==> src/rtl/tcca_pkg.sv <==
// package: register map, field layout, bus carriers and state of the timer control block
package tcca_pkg;

  ////////////////////////////////////////////////////////////////////////////
  // register map (byte addresses)
  localparam logic [7:0] ADDR_CTRL = 8'h00;
  localparam logic [7:0] ADDR_BUSY = 8'h04;
  localparam logic [7:0] ADDR_COUNT = 8'h08;
  localparam logic [7:0] ADDR_DBG = 8'h0C;

  localparam logic [1:0] RESP_OKAY = 2'h0;
  localparam logic [1:0] RESP_SLVERR = 2'h2;

  ////////////////////////////////////////////////////////////////////////////
  // control field layout and encodings
  typedef struct packed {
    logic [20:0] rsvd;
    logic [2:0] on_prescaled_tick_sel;
    logic clock_on_request;
    logic standby_run;
    logic [1:0] wrap_sync_select;
    logic [1:0] width_select;
    logic enable;
    logic soft_reset;
  } tcca_ctrl_t;

  localparam tcca_ctrl_t CTRL_RESET = 32'h0000_0000;
  localparam int CTRL_ON_PRESCALED_TICK_LSB = 8;

  localparam logic [1:0] WIDTH_SIXTEEN = 2'h0;
  localparam logic [1:0] WIDTH_EIGHT = 2'h1;
  localparam logic [1:0] WIDTH_THIRTY_TWO = 2'h2;

  localparam logic [1:0] ON_GENERIC_TICK = 2'h0;
  localparam logic [1:0] ON_PRESCALED_TICK = 2'h1;
  localparam logic [1:0] CLEAR_PRESCALER_ON_WRAP = 2'h2;

  localparam logic [31:0] TOP_EIGHT = 32'h0000_00FF;
  localparam logic [31:0] TOP_SIXTEEN = 32'h0000_FFFF;
  localparam logic [31:0] TOP_THIRTY_TWO = 32'hFFFF_FFFF;

  // sync busy flag positions
  localparam int BUSY_SOFT_RESET_BIT = 0;
  localparam int BUSY_ENABLE_BIT = 1;

  // countdown loaded at the start of the crossing into the timer clock domain, which lasts one cycle longer than this value
  localparam logic [2:0] SYNC_CYCLES = 3'h3;

  ////////////////////////////////////////////////////////////////////////////
  // prescaler
  localparam logic [9:0] ON_PRESCALED_TICK_RESET = 10'h000;

  function automatic logic [9:0] tcca_on_prescaled_tick_mask(input logic [2:0] sel);
    logic [9:0] m;
    m = 10'h000;
    unique case (sel)
      3'h0: m = 10'h000;
      3'h1: m = 10'h001;
      3'h2: m = 10'h003;
      3'h3: m = 10'h007;
      3'h4: m = 10'h00F;
      3'h5: m = 10'h03F;
      3'h6: m = 10'h0FF;
      3'h7: m = 10'h3FF;
    endcase
    return m;
  endfunction

  typedef struct packed {
    logic [9:0] cnt;
  } tcca_on_prescaled_tick_state_t;

  ////////////////////////////////////////////////////////////////////////////
  // bus carriers
  typedef struct packed {
    logic awvalid;
    logic [7:0] awaddr;
    logic wvalid;
    logic [31:0] wdata;
    logic [3:0] wstrb;
    logic bready;
    logic arvalid;
    logic [7:0] araddr;
    logic rready;
  } tcca_axi_req_t;

  typedef struct packed {
    logic awready;
    logic wready;
    logic bvalid;
    logic [1:0] bresp;
    logic arready;
    logic rvalid;
    logic [31:0] rdata;
    logic [1:0] rresp;
  } tcca_axi_rsp_t;

  ////////////////////////////////////////////////////////////////////////////
  // core state
  typedef struct packed {
    logic aw_held;
    logic [7:0] aw_addr;
    logic w_held;
    logic [31:0] w_data;
    logic [3:0] w_strb;
    logic bvalid;
    logic [1:0] bresp;
    logic rvalid;
    logic [31:0] rdata;
    logic [1:0] rresp;
    tcca_ctrl_t ctrl;
    logic dbg_run;
    logic busy_soft_reset;
    logic busy_enable;
    logic [2:0] sync_cnt;
    logic enable_active;
    logic [31:0] count;
    logic wrap_pulse;
    logic running;
    logic clock_request;
    logic standby_meta;
    logic standby_sync;
    logic debug_meta;
    logic debug_sync;
  } tcca_state_t;

endpackage

==> src/rtl/tcca_prescaler.sv <==
// prescaler: divides the timer clock and gives one tick per divided period
`timescale 1ns/1ps
`default_nettype none
module tcca_prescaler
  import tcca_pkg::*;
(
  // clock and reset
  input wire logic clk_sys,
  input wire logic reset,
  // control
  input wire logic run,
  input wire logic clear,
  input wire logic [2:0] div_sel,
  // tick
  output logic tick
);

  tcca_on_prescaled_tick_state_t s_reg;
  tcca_on_prescaled_tick_state_t s_next;
  logic [9:0] mask;

  always_comb begin
    mask = tcca_on_prescaled_tick_mask(div_sel);
    s_next = s_reg;
    tick = run && ((s_reg.cnt & mask) == mask);
    if (clear) begin
      s_next.cnt = ON_PRESCALED_TICK_RESET;
    end else if (run) begin
      s_next.cnt = (s_reg.cnt & mask) == mask ? ON_PRESCALED_TICK_RESET : 10'(s_reg.cnt + 10'h001);
    end
  end

  always_ff @(posedge clk_sys) begin
    if (reset) begin
      s_reg <= '{cnt: ON_PRESCALED_TICK_RESET};
    end else begin
      s_reg <= s_next;
    end
  end

endmodule
`default_nettype wire

==> src/rtl/tcca_timer_control.sv <==
// timer control block: AXI4-Lite registers, sync handshake, prescaled counter
//
// The AXI4-Lite interface to the registers and the register addresses were left to the implementer.
`timescale 1ns/1ps
`default_nettype none
module tcca_timer_control
  import tcca_pkg::*;
(
  // clock and reset
  input wire logic clk_sys,
  input wire logic reset,
  // register bus
  input wire tcca_axi_req_t axi_req,
  output tcca_axi_rsp_t axi_rsp,
  // device state pins
  input wire logic standby_pin,
  input wire logic debug_halt_pin,
  // timer outputs
  output logic [31:0] count_value,
  output logic wrap_pulse,
  output logic counter_running,
  output logic clock_request
);

  tcca_state_t s_reg;
  tcca_state_t s_next;
  logic aw_fire;
  logic w_fire;
  logic ar_fire;
  logic do_write;
  logic sync_done;
  logic run;
  logic tick;
  logic on_prescaled_tick_clear;
  logic [31:0] top;
  logic [1:0] wrap_eff;
  logic on_req_eff;

  tcca_prescaler tcca_prescaler_inst (
    .clk_sys(clk_sys),
    .reset(reset),
    .run(run),
    .clear(on_prescaled_tick_clear),
    .div_sel(s_reg.ctrl.on_prescaled_tick_sel),
    .tick(tick)
  );

  ////////////////////////////////////////////////////////////////////////////
  // outputs
  always_comb begin
    axi_rsp.awready = !s_reg.aw_held && !s_reg.bvalid;
    axi_rsp.wready = !s_reg.w_held && !s_reg.bvalid;
    axi_rsp.bvalid = s_reg.bvalid;
    axi_rsp.bresp = s_reg.bresp;
    axi_rsp.arready = !s_reg.rvalid;
    axi_rsp.rvalid = s_reg.rvalid;
    axi_rsp.rdata = s_reg.rdata;
    axi_rsp.rresp = s_reg.rresp;
  end

  assign count_value = s_reg.count;
  assign wrap_pulse = s_reg.wrap_pulse;
  assign counter_running = s_reg.running;
  assign clock_request = s_reg.clock_request;

  ////////////////////////////////////////////////////////////////////////////
  // next state
  always_comb begin
    s_next = s_reg;
    s_next.wrap_pulse = 1'b0;
    on_prescaled_tick_clear = 1'b0;
    aw_fire = axi_req.awvalid && axi_rsp.awready;
    w_fire = axi_req.wvalid && axi_rsp.wready;
    ar_fire = axi_req.arvalid && axi_rsp.arready;
    do_write = s_reg.aw_held && s_reg.w_held && !s_reg.bvalid;
    sync_done = (s_reg.busy_soft_reset || s_reg.busy_enable) && s_reg.sync_cnt == 3'h0;

    // pin synchronisers
    s_next.standby_meta = standby_pin;
    s_next.standby_sync = s_reg.standby_meta;
    s_next.debug_meta = debug_halt_pin;
    s_next.debug_sync = s_reg.debug_meta;

    // reserved codes fall back to the default setting
    wrap_eff = s_reg.ctrl.wrap_sync_select == 2'h3 ? ON_GENERIC_TICK : s_reg.ctrl.wrap_sync_select;
    unique case (s_reg.ctrl.width_select)
      WIDTH_EIGHT: top = TOP_EIGHT;
      WIDTH_THIRTY_TWO: top = TOP_THIRTY_TWO;
      default: top = TOP_SIXTEEN;
    endcase

    // counting
    run = s_reg.enable_active && !(s_reg.standby_sync && !s_reg.ctrl.standby_run)
      && !(s_reg.debug_sync && !s_reg.dbg_run);
    s_next.running = run;
    if (run) begin
      if (s_reg.count >= top) begin
        if (wrap_eff == ON_PRESCALED_TICK) begin
          if (tick) begin
            s_next.count = 32'h0000_0000;
            s_next.wrap_pulse = 1'b1;
          end
        end else begin
          s_next.count = 32'h0000_0000;
          s_next.wrap_pulse = 1'b1;
          on_prescaled_tick_clear = wrap_eff == CLEAR_PRESCALER_ON_WRAP;
        end
      end else if (tick) begin
        s_next.count = 32'(s_reg.count + 32'h0000_0001);
      end
    end

    // clock request when stopped
    on_req_eff = s_reg.ctrl.clock_on_request && !(s_reg.standby_sync && !s_reg.ctrl.standby_run);
    s_next.clock_request = run || !on_req_eff;

    // crossing into the timer domain completes
    if (s_reg.busy_soft_reset || s_reg.busy_enable) begin
      s_next.sync_cnt = sync_done ? 3'h0 : 3'(s_reg.sync_cnt - 3'h1);
    end
    if (sync_done) begin
      if (s_reg.busy_soft_reset) begin
        s_next.ctrl = CTRL_RESET;
        s_next.count = 32'h0000_0000;
        s_next.enable_active = 1'b0;
        s_next.running = 1'b0;
        s_next.busy_soft_reset = 1'b0;
        s_next.busy_enable = 1'b0;
        s_next.wrap_pulse = 1'b0;
        on_prescaled_tick_clear = 1'b1;
      end else begin
        s_next.enable_active = s_reg.ctrl.enable;
        s_next.busy_enable = 1'b0;
      end
    end

    // write channel
    if (aw_fire) begin
      s_next.aw_held = 1'b1;
      s_next.aw_addr = axi_req.awaddr;
    end
    if (w_fire) begin
      s_next.w_held = 1'b1;
      s_next.w_data = axi_req.wdata;
      s_next.w_strb = axi_req.wstrb;
    end
    if (s_reg.bvalid && axi_req.bready) begin
      s_next.bvalid = 1'b0;
    end
    if (do_write) begin
      s_next.aw_held = 1'b0;
      s_next.w_held = 1'b0;
      s_next.bvalid = 1'b1;
      s_next.bresp = RESP_OKAY;
      unique case (s_reg.aw_addr)
        ADDR_CTRL: begin
          if (!s_reg.busy_soft_reset && s_reg.w_strb[0]) begin
            if (s_reg.w_data[0]) begin
              s_next.ctrl.soft_reset = 1'b1;
              s_next.busy_soft_reset = 1'b1;
              s_next.sync_cnt = SYNC_CYCLES;
            end else begin
              s_next.ctrl.enable = s_reg.w_data[1];
              s_next.ctrl.width_select = s_reg.w_data[3:2];
              s_next.ctrl.wrap_sync_select = s_reg.w_data[5:4];
              s_next.ctrl.standby_run = s_reg.w_data[6];
              s_next.ctrl.clock_on_request = s_reg.w_data[7];
              s_next.busy_enable = 1'b1;
              s_next.sync_cnt = SYNC_CYCLES;
            end
          end
          if (!s_reg.busy_soft_reset && s_reg.w_strb[1] && !(s_reg.w_strb[0] && s_reg.w_data[0])) begin
            s_next.ctrl.on_prescaled_tick_sel = s_reg.w_data[CTRL_ON_PRESCALED_TICK_LSB +: 3];
          end
        end
        ADDR_DBG: begin
          if (s_reg.w_strb[0]) begin
            s_next.dbg_run = s_reg.w_data[0];
          end
        end
        ADDR_BUSY, ADDR_COUNT: begin
          s_next.bresp = RESP_OKAY;
        end
        default: s_next.bresp = RESP_SLVERR;
      endcase
    end

    // read channel
    if (s_reg.rvalid && axi_req.rready) begin
      s_next.rvalid = 1'b0;
    end
    if (ar_fire) begin
      s_next.rvalid = 1'b1;
      s_next.rresp = RESP_OKAY;
      s_next.rdata = 32'h0000_0000;
      unique case (axi_req.araddr)
        ADDR_CTRL: s_next.rdata = s_reg.ctrl;
        ADDR_BUSY: begin
          s_next.rdata[BUSY_SOFT_RESET_BIT] = s_reg.busy_soft_reset;
          s_next.rdata[BUSY_ENABLE_BIT] = s_reg.busy_enable;
        end
        ADDR_COUNT: s_next.rdata = s_reg.count;
        ADDR_DBG: s_next.rdata[0] = s_reg.dbg_run;
        default: s_next.rresp = RESP_SLVERR;
      endcase
    end
  end

  always_ff @(posedge clk_sys) begin
    if (reset) begin
      s_reg <= '0;
      s_reg.ctrl <= CTRL_RESET;
      s_reg.clock_request <= 1'b1;
    end else begin
      s_reg <= s_next;
    end
  end
endmodule
`default_nettype wire

==> config.mk <==
export PLATFORM = sky130hd
export DESIGN_NAME = tcca_timer_control
export DESIGN_NICKNAME = d
export VERILOG_FILES = /design/src/rtl/tcca_pkg.sv /design/src/rtl/tcca_prescaler.sv /design/src/rtl/tcca_timer_control.sv
export SDC_FILE = /design/constraint.sdc
export NUM_CORES = 1
export LEC_CHECK = 0
export BUFFER_PORTS_ARGS = -buffer_cell sky130_fd_sc_hd__clkbuf_2
export CAP_MARGIN = 20
export CELL_PAD_IN_SITES_DETAIL_PLACEMENT = 0
export CELL_PAD_IN_SITES_GLOBAL_PLACEMENT = 2
export CORE_MARGIN = 2
export CORE_UTILIZATION = 32
export DETAILED_ROUTE_END_ITERATION = 10
export GPL_ROUTABILITY_DRIVEN = 0
export MAX_ROUTING_LAYER = met4
export PLACE_DENSITY = 0.83
export RECOVER_POWER = 25
export SYNTH_ARGS = -nofsm -noshare
export SYNTH_HDL_FRONTEND = slang
export SYNTH_SLANG_ARGS = --single-unit
==> constraint.sdc <==
create_clock -name clk_sys -period 3.2 [get_ports clk_sys]
set_clock_uncertainty 0.05 [all_clocks]
set_input_delay 0.64 -clock clk_sys [delete_from_list [all_inputs] [get_ports clk_sys]]
set_output_delay 0.64 -clock clk_sys [all_outputs]
set_load 0.03 [all_outputs]
Yosys cells after proc, flatten, opt, wreduce, memory -nomap -nowiden
Memory sizes are Yosys's and may differ from the RTL's. A register that Yosys moved wholly into a read port is not among the register bits.
Cells that the tools add are included.
{ "totals": {"rom_bits": 80, "in_bits": 61, "mem_count": 1, "output_inout_bits": 76, "ramBits": 0, "ff_bits": 128, "latch_bits": 0, "word_cells": 136} }
{ "mem_list": {"columns": ["memory", "words", "word_bits", "rd", "rd_ports_with_merged_regs", "wr", "line_no", "text"], "rows": [
  ["(name not given)", 8, 10, 1, 1, 0, "tcca_pkg.sv:56", "unique case (sel)"]
]} }
{ "op_classes": {"order_cmp": 1, "reduce_logical": 43, "n_eq_ne": 12, "multipliers": 0, "addsub": 3, "n_div": 0, "bitwise": 1, "shifts": 0, "n_mux": 44} }
{ "op_table": {"columns": ["op", "count"], "rows": [
  ["33-bit 2-to-1 mux", 3],
  ["34-bit 2-to-1 mux", 2],
  ["32-bit 2-to-1 mux", 2],
  ["32-bit one-hot mux with 2 select lines", 1],
  ["30-bit one-hot mux with 2 select lines", 1],
  ["35-bit 2-to-1 mux", 1],
  ["11-bit 2-to-1 mux", 3],
  ["32-bit by 1-bit adder with 32-bit output, second input constant", 1],
  ["8-bit by 4-bit equality test with 1-bit output, second input constant", 4],
  ["32-bit greater-or-equal comparator", 1],
  ["1-bit logical AND", 20],
  ["17-bit 2-to-1 mux", 1],
  ["8-bit by 3-bit equality test with 1-bit output, second input constant", 2],
  ["8-bit logical NOT", 2],
  ["3-bit 2-to-1 mux", 5],
  ["1-bit 2-to-1 mux", 14],
  ["1-bit logical NOT", 11],
  ["10-bit by 1-bit adder with 10-bit output, second input constant", 1],
  ["10-bit bitwise AND", 1],
  ["10-bit equality test", 1],
  ["10-bit 2-to-1 mux", 1],
  ["5-bit 2-to-1 mux", 2],
  ["2-bit 2-to-1 mux", 4],
  ["8-bit 2-to-1 mux", 1],
  ["other kinds (12)", 19]
]} }

Depth between registers and ports, before layout
Gate-level depths: netlist (run 1).
{ "depth": {"depth_word": 12, "mapped_depth": 10, "ltp_nobuf": 9} }

By module
A second synthesis (run 1) with hierarchy kept.
{ "unflattened": {"hier_cells": 748, "area_unflattened_um2": 6439.9} }
{ "by_module_without_submodules": {"columns": ["mod", "n_inst", "cells_each", "seq_area_each_um2", "area_each_um2"], "rows": [
  ["tcca_timer_control", 1, 687, 2322.2, 5796.8],
  ["tcca_prescaler", 1, 61, 200.2, 643.1]
]} }

Worst setup path before layout (run 1)
No wires, ideal clock.
{ "synth_path": {"kind": "register -> register", "start": "reg s_reg[48] in the netlist's numbering", "end": "reg s_reg, in the netlist count_value[10]", "setup_ns": 0.124, "path_slack_ns": 0.513, "required_ns": 3.026, "synth_period_minus_slack_ns": 2.687, "arrival_time_ns": 2.513, "stages_incl_launch_ff": 11, "path_buffers": 1, "cell_sequence": "dfxtp_1 > nand2b_1 > ha_1 > nand4_1 > nor4_2 > nand3_1 > o211ai_2 > buf_2 > nor3_1 > o21ai_0 > o31ai_1"} }
{ "synth_via": {"elab_chain_cells": 7, "elab_cells_between_ends": 8, "classes_between": "1 x order compare; 2 x eq/ne; 5 x mux"} }
{ "synth_lines": {"columns": ["item", "line_no", "text"], "rows": [
  ["start: declaration", "tcca_timer_control.sv:25", "tcca_state_t s_reg;"],
  ["start signal: assignment", "tcca_timer_control.sv:215", "s_reg <= s_next;"],
  ["2-bit equality test or 2-bit by 1-bit equality test with 1-bit output (tied branches)", "tcca_timer_control.sv:86", "unique case (s_reg.ctrl.width_select)"],
  ["32-bit one-hot mux with 2 select lines *", "tcca_timer_control.sv:86", null],
  ["32-bit greater-or-equal comparator *", "tcca_timer_control.sv:97", "if (s_reg.count >= top) begin"],
  ["32-bit 2-to-1 mux *", "tcca_timer_control.sv:97", null],
  ["33-bit 2-to-1 mux *", "tcca_timer_control.sv:96", "if (run) begin"],
  ["34-bit 2-to-1 mux", "tcca_timer_control.sv:122", "if (s_reg.busy_soft_reset) begin"],
  ["34-bit 2-to-1 mux *", "tcca_timer_control.sv:121", "if (sync_done) begin"]
]} }
Every way passes the cells marked *; elsewhere a longest branch is shown, timed or not.
A chain may end at the register's enable or synchronous reset.

Worst setup path after layout (run 1)
{ "layout_path": {"start": "reg s_reg[48] in the netlist's numbering", "end": "reg s_reg, in the netlist count_value[4]"} }
Same word-level chain as after synthesis.

==> flow_summary.json, run 1 <==
{
  "internal_power_w": 0.002860,
  "tightest_slew_ps": 1311,
  "clkTransAtPathRegs_ps": 60,
  "end_kind": "register",
  "synthToLayoutAreaGrowth_pct": 15.03,
  "rsz0062_at_grt": "no",
  "clkLatencyLatePin_ps": 420,
  "grt.total_usage_pct": 16.33,
  "crit_family": "compound AO/OA/AOI/OAI gates",
  "synth-seq-area-share_pct": 39.87,
  "synth_cells": 790,
  "port_buffers": 111,
  "grt_pass1_vias": 5036,
  "drive_above_1_share_pct": 21.96,
  "slowest_delay_ps": 500,
  "yosys.area.top_type": "dfxtp_1",
  "hold_path_startpoint": "axi_req[0]",
  "powerDensity_nw_per_um2": 499.8,
  "hold_viol": 0,
  "p_leak_nw": 3.092,
  "utilization_pct": 37.72,
  "vias": 5494,
  "synth_common_cells": "dfxtp_1 (133), nand2_1 (100), buf_4 (78), nor2_1 (78), a21oi_1 (63)",
  "pwr-share-seq_pct": 44.4,
  "fin_crit_ps": 2913,
  "ys_warn_count": 0,
  "fill_cells": 2129,
  "cts_resized": 0,
  "synth.most_common_cell": "dfxtp_1",
  "setup_viol": 0,
  "cts_setup_buffers": 0,
  "ys_async_sr_fraction_pct": 0,
  "drt-initial-drc-count": 234,
  "cp.arrival_ps": 3210,
  "die_y_um": 148.5,
  "setup-tns-final_ps": 0,
  "power.switching_w": 0.0009789,
  "dp.cells": 1094,
  "fin_crit_sh_pct": 91.02,
  "synth_area_per_cell_um2": 8.453,
  "synthTopCellsByArea": "dfxtp_1 (40%), buf_4 (8.8%), nand2_1 (5.6%)",
  "grt_max_degree": 58,
  "start_kind": "register",
  "combPwrFrac_pct": 5.0,
  "min_to": "axi_rsp[34]$_SDFFE_PP0P_",
  "nNetsFinal": 925,
  "relSlewSlack_pct": 12.58,
  "io_pins": 137,
  "n_antenna_cell": 0,
  "synth_edf_count": 0,
  "synth_top_area_share_pct": 39.87,
  "grt_pass1_wl_um": 27560,
  "cts_sinks": 133,
  "maxCapViolCount": 0,
  "routed_wl_um": 17190,
  "r2r_setup_slack_ps": 290,
  "post_drt_wl_per_cell_um": 15.27,
  "cts-buffers-inserted": 17,
  "dpl.hpwl_um": 12550,
  "fmax_mhz": 343.3,
  "slowest_stage": "nor2_1",
  "worst-path-buf-inv": 2,
  "min_path_type": "in -> reg",
  "p_clk_share_pct": 50.6,
  "rr_worst_depth": 11,
  "syn_area_um2": 6678,
  "switching_share_pct": 25.50,
  "coreArea_um2": 20360,
  "dpl_worst_slack_ps": 303.1,
  "dr.pass1.iters": 4,
  "path_class": "reg -> reg",
  "cts-root-buf": "clkbuf_16",
  "worstReg2RegStart": "s_reg[48]$_SDFF_PP0_",
  "crit_chain": "nand2b_1 > buf_12 > ha_1 > a21oi_1 > o21ai_0 > a221oi_2 > o211ai_2 > nor2_1 > buf_4 > o21ai_0 > a31oi_1",
  "drc": 0,
  "fin_ws_ps": 287.3,
  "ir_worst_vdd_uv": 405.1,
  "layoutNonFillerInstCount": 1126,
  "cts_tree": "yes",
  "gr-total-overflow": 0,
  "synthFlopType": "dfxtp_1",
  "maxSlewViolCount": 0,
  "cpMostUsedCell": "o21ai_0",
  "synth_seq_cells": 133,
  "die_w_um": 148.5,
  "start_util_pct": 32.79,
  "status": "complete, no violations",
  "largest_reg_flops": 43,
  "h-tree-depth": 4,
  "dieArea_um2": 22040,
  "regToRegEndpoint": "count_value[4]$_SDFF_PP0_",
  "row_count": 52,
  "clockBufferDepth": 2,
  "holdPathStages": 2,
  "cp_max_fo": 16,
  "detail-route-antenna-nets": 0,
  "antenna_found_initial": 0,
  "cp.required_ps": 3500,
  "holdBufCountCts": 0,
  "synth.distinct_cells": 73,
  "drt-vias-per-instance": 4.879
}
## worst max path at each step
stage	startpoint	end	slack, ps	cells after the start
6_report	s_reg[48]$_SDFF_PP0_	count_value[4]$_SDFF_PP0_	290	11
5_1_grt	s_reg[48]$_SDFF_PP0_	count_value[2]$_SDFF_PP0_	50	11
4_1_cts	s_reg[48]$_SDFF_PP0_	count_value[4]$_SDFF_PP0_	280	11
3_5_place_dp	s_reg[48]$_SDFF_PP0_	count_value[4]$_SDFF_PP0_	300	11
3_3_place_gp	s_reg[48]$_SDFF_PP0_	count_value[4]$_SDFF_PP0_	280	11
2_1_floorplan	s_reg[48]$_SDFF_PP0_	count_value[10]$_SDFF_PP0_	510	10
## placed cells by master (no fill, tap or decap), types with 3 or more instances in the layout
cell / Yosys / final
a211oi_1: 3 / 3
a21oi_1: 63 / 63
a22oi_1: 32 / 32
a31oi_1: 7 / 7
and2_1: 7 / 5
and3_1: 9 / 9
and4_1: 5 / 5
buf_12: 0 / 4
buf_4: 78 / 22
clkbuf_1: 17 / 24
clkbuf_16: 0 / 17
clkbuf_2: 0 / 88
dfxtp_1: 133 / 133
ha_1: 21 / 21
inv_1: 21 / 21
inv_6: 0 / 5
inv_8: 0 / 4
mux2_2: 8 / 8
mux2i_1: 4 / 4
nand2_1: 100 / 100
nand2_2: 3 / 3
nand2b_1: 8 / 8
nand3_1: 33 / 33
nand3b_1: 4 / 4
nand4_1: 16 / 16
nor2_1: 78 / 78
nor2b_1: 10 / 10
nor3_1: 13 / 13
nor4_2: 3 / 3
o211ai_1: 3 / 3
o21ai_0: 25 / 25
o21ai_1: 4 / 4
o311ai_0: 3 / 3
o311ai_1: 3 / 3
o41ai_1: 3 / 3
or4_1: 3 / 3
xnor2_1: 5 / 5
xor2_1: 6 / 6
## per-layer routing
metal / GRT usage, % / wire (um) / up-vias
li1: - / - / 2822
met1: 20.95 / 8184 / 2548
met2: 25.56 / 8086 / 112
met3: 4.110 / 702 / 12
met4: 4.714 / 219 / 0
met5: - / 0 / -
## kinds of logic after synthesis
family	Yosys count	share of synthesized area, %
flops	133	39.87
xor+xnor	11	1.443
buf+inv	127	11.82
simple gates	314	23.65
other cells	1	0.05616
fa+ha+maj	21	3.935
compound gates	170	16.94
mux	13	2.286
## final cells by class
| class | instances | area [um2] | share of cell area, % |
|---|---|---|---|
| multi-input cells | 531 | 3229 | 42.04 |
| repair buffers | 138 | 775.7 | 10.10 |
| clock buffers | 17 | 425.4 | 5.538 |
| flip-flops and latches | 133 | 2663 | 34.66 |
| clock inverters | 15 | 165.2 | 2.150 |
| inverters | 22 | 85.08 | 1.108 |
| well taps | 270 | 337.8 | 4.398 |
## power groups by stage
stage                     Sequential (W)  Combinational, W  Clock (W)
after global placement           0.00174          0.000196          0
after global routing             0.00171          0.000216    0.00207
after floorplan                  0.00174          0.000135          0
after CTS                        0.00171          0.000196    0.00200
final                            0.00171          0.000193    0.00194
after detailed placement         0.00174          0.000196          0
## through the flow
step                power [W]  instance area, um2  hold WS, ps
global placement     0.001938                7123        372.1
CTS                  0.003901                7714        329.1
floorplan            0.001871                6681        354.4
finish               0.003839                7681        346.8
global route         0.003992                7681        345.4
detailed placement   0.001939                7123        378.3
No activity file was read; power rests on OpenSTA's default activity.
==> run 2, diff against run 1 <==
Settings changed: ABC_AREA set to 1, CORE_UTILIZATION 32 to 28, PLACE_DENSITY 0.83 to 0.81.
Clock period 3.2 ns to 2.61 ns, I/O delays scaled along.
==> run 2 against run 1 <==
  * Via count rose by 13%
  * Global-route usage fell by 1.5 points
  * Design area rose by 8.2%
  * Core utilization fell by 4.4 points
  * Sequential share of layout area fell by 2.6 points
  * Synthesized cell count rose by 26%
  * Clock-buffer cell count did not move
  * Die area rose by 20%
==> flow_summary.json, run 2 <==
{
  "ir_worst_vdd_uv": 333.4,
  "start_kind": "register",
  "antenna_found_initial": 0,
  "synth_compound_gate_area_share_pct": 11.73,
  "drt-vias-per-instance": 4.381,
  "setup_viol": 0,
  "layout_commonest_cell": "nand2_1",
  "port_buffers": 111,
  "mostFrequentLayoutCells": "nand2_1 (196), dfxtp_1 (133), nor2_1 (132), inv_1 (103), clkbuf_2 (89)",
  "total_power_w": 0.004942,
  "grt_max_degree": 29,
  "synth_seq_cells": 133,
  "drt-initial-drc-count": 270,
  "cts-buffers-inserted": 17,
  "h-tree-depth": 4,
  "routed_wl_um": 18840,
  "cts_sinks": 133,
  "nNetsFinal": 1154,
  "synth_top_family_by_area": "simple AND/OR/NAND/NOR gates",
  "cts-root-buf": "clkbuf_16",
  "grt_pass1_vias": 5710,
  "utilization_pct": 33.30,
  "die_y_um": 162.7,
  "post_drt_wl_per_cell_um": 13.32,
  "synth_top_area_share_pct": 37.75,
  "die_w_um": 162.7,
  "synth.most_common_cell": "nand2_1",
  "fin_ws_ps": 248.8,
  "fmax_mhz": 423.5,
  "synth-seq-area-share_pct": 37.75,
  "io_pins": 137,
  "n_antenna_cell": 0,
  "synthTopCellsByArea": "dfxtp_1 (38%), nand2_1 (10%), buf_4 (7.8%)",
  "vias": 6199,
  "yosys.area_share.simple_pct": 28.72,
  "relSlewSlack_pct": 43.32,
  "synthMuxAreaShare_pct": 0,
  "status": "complete, no violations",
  "maxSlewViolCount": 0,
  "gr-total-overflow": 0,
  "powerDensity_nw_per_um2": 594.4,
  "hold_viol": 0,
  "dpl_worst_slack_ps": -45.98,
  "clockBufferDepth": 2,
  "yosys.area.top_type": "dfxtp_1",
  "ys_warn_count": 0,
  "synthXorXnorAreaFrac_pct": 2.111,
  "cts_tree": "yes",
  "start_util_pct": 28.25,
  "synth_area_per_cell_um2": 7.060,
  "slowest_delay_ps": 310,
  "min_path_type": "in -> reg",
  "dieArea_um2": 26470,
  "synthFlopType": "dfxtp_1",
  "cp.arrival_ps": 2630,
  "dpl.hpwl_um": 13950,
  "synth_cells": 999,
  "clkLatencyLatePin_ps": 430,
  "largest_reg_flops": 43,
  "slowest_stage": "dfxtp_1",
  "drc": 0,
  "p_leak_nw": 3.687,
  "grt_pass1_wl_um": 29960,
  "synthToLayoutAreaGrowth_pct": 17.88,
  "row_count": 58,
  "fill_cells": 2824,
  "detail-route-antenna-nets": 0,
  "tightest_slew_ps": 850.1,
  "synthAdderAreaFrac_pct": 3.725,
  "drive_above_1_share_pct": 19.72,
  "grt.total_usage_pct": 14.81,
  "coreArea_um2": 24960,
  "synth.distinct_cells": 44,
  "crit_chain": "inv_1 > nand2_1 > buf_12 > ha_1 > nand2_1 > inv_2 > nand2_1 > nor2_2 > nand3_1 > nor2_2 > nor2_4 > buf_4 > nand2_1 > xor2_1 > nor2_1",
  "cp_max_fo": 16,
  "fin_crit_ps": 2361,
  "dr.pass1.iters": 4,
  "clkTransAtPathRegs_ps": 70,
  "syn_area_um2": 7053,
  "fin_crit_sh_pct": 90.47,
  "cp.required_ps": 2880,
  "path_class": "reg -> reg",
  "synth_edf_count": 0,
  "synth_common_cells": "nand2_1 (197), nor2_1 (135), dfxtp_1 (133)",
  "cpMostUsedCell": "nand2_1",
  "end_kind": "register",
  "maxCapViolCount": 0,
  "ys_async_sr_fraction_pct": 0
}
[run 2: through the flow]
| step | setup TNS (ps) | std cells | hold WS (ps) | instance area, um2 |
|---|---|---|---|---|
| 2_1_floorplan | 0 | 1000 | 338.3 | 7057 |
| 3_3_place_gp | -667.2 | 1377 | 342.4 | 7674 |
| 3_5_place_dp | -510.6 | 1377 | 342.9 | 7674 |
| 4_1_cts | 0 | 1410 | 206.8 | 8269 |
| 5_1_grt | -88.94 | 1415 | 235.6 | 8314 |
| 6_report | 0 | 1415 | 223.2 | 8314 |
[run 2: where the power goes]
| group | total, W | internal [W] | switching, W |
|---|---|---|---|
| Sequential | 0.00215 | 0.00211 | 0.0000395 |
| Combinational | 0.000388 | 0.000117 | 0.000271 |
| Clock | 0.00241 | 0.00135 | 0.00106 |
[run 2: path summary, 6_finish.rpt]
path / cells past startpoint / from / slack, ps / end
max reg2reg: 15 / s_reg[48]$_SDFF_PP0_ / 250 / count_value[20]$_SDFF_PP0_
min: 3 / debug_halt_pin / 220 / s_next[0]$_SDFF_PP0_
min reg2reg: 2 / s_next[2]$_SDFF_PP0_ / 350 / s_reg[2]$_SDFF_PP0_
max: 15 / s_reg[48]$_SDFF_PP0_ / 250 / count_value[20]$_SDFF_PP0_
[run 2: logic make-up (layout without fill, tap and decap cells)]
| group | after synthesis | in the layout |
|---|---|---|
| simple gates | 458 | 460 |
| buf+inv | 220 | 303 |
| compound gates | 149 | 149 |
| flops | 133 | 133 |
| fa+ha+maj | 21 | 21 |
| xor+xnor | 17 | 17 |
| other cells | 1 | 2 |
[run 2: repair_timing]
action / CTS / global route
gates resized for setup: 1 / 6
endpoints found under the setup margin: 22 / 32
pin swaps: 0 / 3
hold buffers: 0 / 0
gates cloned: 1 / 1
setup buffers: 0 / 4
[run 2: area by class of cell]
cell class / instances / area, um2 / share of cell area, %
Clock inverter: 15 / 158.9 / 1.911
Inverter: 120 / 450.4 / 5.418
Tap cell: 330 / 412.9 / 4.966
Sequential cell: 133 / 2663 / 32.02
Clock buffer: 17 / 425.4 / 5.117
Multi-Input combinational cell: 649 / 3304 / 39.74
Timing Repair Buffer: 151 / 899.6 / 10.82
[run 2: critical path: cells and delay by family, from the launching register on]
family                   cells  cell delay, ps
AND/OR/NAND/NOR              9            1010
XOR/XNOR                     1             160
buffers and inverters        4             440
flip-flops                   1             310
adder cells (fa/ha/maj)      1             290
[run 2: layer usage]
metal,track usage [%],vias up,wire [um]
met3,2.878,16,683
met1,18.52,2779,9044
met2,24.31,117,8841
li1,-,3287,-
met4,4.304,0,274
met5,-,-,0
==> run 3, diff against run 2 <==
Settings changed: REMOVE_ABC_BUFFERS set to 1, SETUP_SLACK_MARGIN set to 0.3.
==> run 3 against run 2 <==
  * Critical path depth shrank 1
  * Setup slack gained 110 ps
  * Routed wire length grew 3.0%
  * Register-to-register slack gained 110 ps
  * Non-clock buffer count grew 8
  * Die area is the same
  * Largest cell class unchanged
==> flow_summary.json, run 3 (same netlist as run 2, synthesis figures left out) <==
{
  "cp.arrival_ps": 2520,
  "grt_pass1_vias": 5956,
  "n_antenna_cell": 0,
  "power.switching_w": 0.001410,
  "hold_viol": 0,
  "dpl.hpwl_um": 13890,
  "gr-total-overflow": 0,
  "min_path_type": "in -> reg",
  "start_util_pct": 28.25,
  "grt.total_usage_pct": 15.11,
  "row_count": 58,
  "maxCapViolCount": 0,
  "tightest_slew_ps": 824.6,
  "drive_above_1_share_pct": 23.70,
  "dieArea_um2": 26470,
  "internal_power_w": 0.003609,
  "powerDensity_nw_per_um2": 577.1,
  "h-tree-depth": 4,
  "fin_crit_sh_pct": 86.24,
  "ir_worst_vdd_uv": 300.7,
  "vias": 6312,
  "grt_max_degree": 40,
  "drt-vias-per-instance": 4.436,
  "drt-initial-drc-count": 351,
  "layout_commonest_cell": "nand2_1",
  "cts-buffers-inserted": 17,
  "rsz0062_at_grt": "yes",
  "drc": 0,
  "holdBufCountCts": 0,
  "detail-route-antenna-nets": 0,
  "p_clk_share_pct": 49.2,
  "port_buffers": 111,
  "pwr-share-seq_pct": 42.8,
  "die_y_um": 162.7,
  "clockBufferDepth": 2,
  "synthToLayoutAreaGrowth_pct": 23.29,
  "path_class": "reg -> reg",
  "io_pins": 137,
  "coreArea_um2": 24960,
  "end_kind": "register",
  "p_leak_nw": 3.801,
  "cp_max_fo": 10,
  "cts-root-buf": "clkbuf_16",
  "seq_area_um2": 2665,
  "cts_sinks": 133,
  "grt_pass1_wl_um": 30620,
  "mostFrequentLayoutCells": "nand2_1 (190), dfxtp_1 (131), nor2_1 (123), inv_1 (102), clkbuf_2 (95)",
  "nNetsFinal": 1162,
  "fin_crit_ps": 2251,
  "die_w_um": 162.7,
  "finish.instance_area_um2": 8696,
  "place_area_um2": 7699,
  "setup-tns-final_ps": 0,
  "fill_cells": 2739,
  "dr.pass1.iters": 4,
  "clkTransAtPathRegs_ps": 70,
  "cp.required_ps": 2880,
  "multi_input_area_um2": 3540,
  "hold_slack_ps": 241.1,
  "switching_share_pct": 28.09,
  "post_drt_wl_per_cell_um": 13.64,
  "status": "complete, no violations",
  "setup_viol": 0,
  "combPwrFrac_pct": 8.0,
  "largest_reg_flops": 43,
  "cts_tree": "yes",
  "maxSlewViolCount": 0,
  "start_kind": "register",
  "routed_wl_um": 19410,
  "antenna_found_initial": 0,
  "clkLatencyLatePin_ps": 430,
  "relSlewSlack_pct": 45.02,
  "fmax_mhz": 444.3
}
[run 3: cell count changes in the layout (fill, tap and decap cells not counted), moves of 4 or more]
cell | previous run | this run
ha_1 | 21 | 11
ha_4 | 0 | 10
nor2_1 | 132 | 123
clkbuf_2 | 89 | 95
nand2_1 | 196 | 190
clkbuf_1 | 24 | 19
nor2_2 | 17 | 22
nor2_4 | 10 | 14
[run 3: area by class of cell]
type / count / area share, %
clock buffer: 17 / 4.892
multi-input combinational: 649 / 40.70
inverter: 120 / 5.180
sequential: 133 / 30.65
clock inverter: 15 / 2.115
tap: 330 / 4.748
timing repair buffer: 159 / 11.71
[run 3: repair_timing]
| action | 4_1_cts | 5_1_grt |
|---|---|---|
| cloned | 2 | 2 |
| setup buffers | 4 | 1 |
| pin swaps | 5 | 16 |
| setup endpoints to repair | 42 | 43 |
| gates resized for setup | 16 | 42 |
[run 3: worst paths after layout]
check | start | to | slack, ps | depth (start not counted)
worst max register to register | s_reg[48]$_SDFF_PP0_ | tcca_prescaler_inst.s_reg[1]$_SDFFE_PP0P_ | 360 | 14
worst min-delay path | debug_halt_pin | s_next[0]$_SDFF_PP0_ | 240 | 3
worst min register to register | s_next[2]$_SDFF_PP0_ | s_reg[2]$_SDFF_PP0_ | 350 | 2
worst max-delay path | s_reg[48]$_SDFF_PP0_ | tcca_prescaler_inst.s_reg[1]$_SDFFE_PP0P_ | 360 | 14
[run 3: metal layers]
| layer | track usage (%) | up-vias | routed length (um) |
|---|---|---|---|
| met1 | 18.98 | 2869 | 9198 |
| met2 | 24.75 | 136 | 9292 |
| met4 | 4.224 | 0 | 167 |
| met5 | - | - | 0 |
| met3 | 2.954 | 13 | 748 |
| li1 | - | 3294 | - |
[run 3: metrics by stage]
| step | util, % | std cells | worst slack [ps] | total power [W] |
|---|---|---|---|---|
| 2_1_floorplan | - | 900 | -83.92 | 0.002428 |
| 3_3_place_gp | 30.84 | 1382 | -63.04 | 0.002583 |
| 3_5_place_dp | 30.84 | 1382 | -98.97 | 0.002588 |
| 4_1_cts | 33.80 | 1420 | 287.4 | 0.005087 |
| 5_1_grt | 34.83 | 1423 | 240.3 | 0.005230 |
| 6_report | 34.83 | 1423 | 359.2 | 0.005019 |
[run 3: power groups by stage]
stage	registers [W]	clock network, W	logic [W]
4_1_cts	0.00215	0.00254	0.000402
5_1_grt	0.00215	0.00263	0.000446
3_5_place_dp	0.00219	0	0.000396
3_3_place_gp	0.00219	0	0.000392
2_1_floorplan	0.00225	0	0.000175
6_report	0.00215	0.00247	0.000401
[run 3: worst max-delay path, stage by stage (launching register included)]
cell     delay [ps]
dfxtp_2         320
inv_2            70
nand2_4          80
buf_12          160
ha_4            270
nand4_1         140
nor2_4          180
nand2_1          70
nor2_1           90
nand2_1         100
nand3_4         150
nand3_2          90
o21ai_4         150
buf_12          160
nor2_2           30
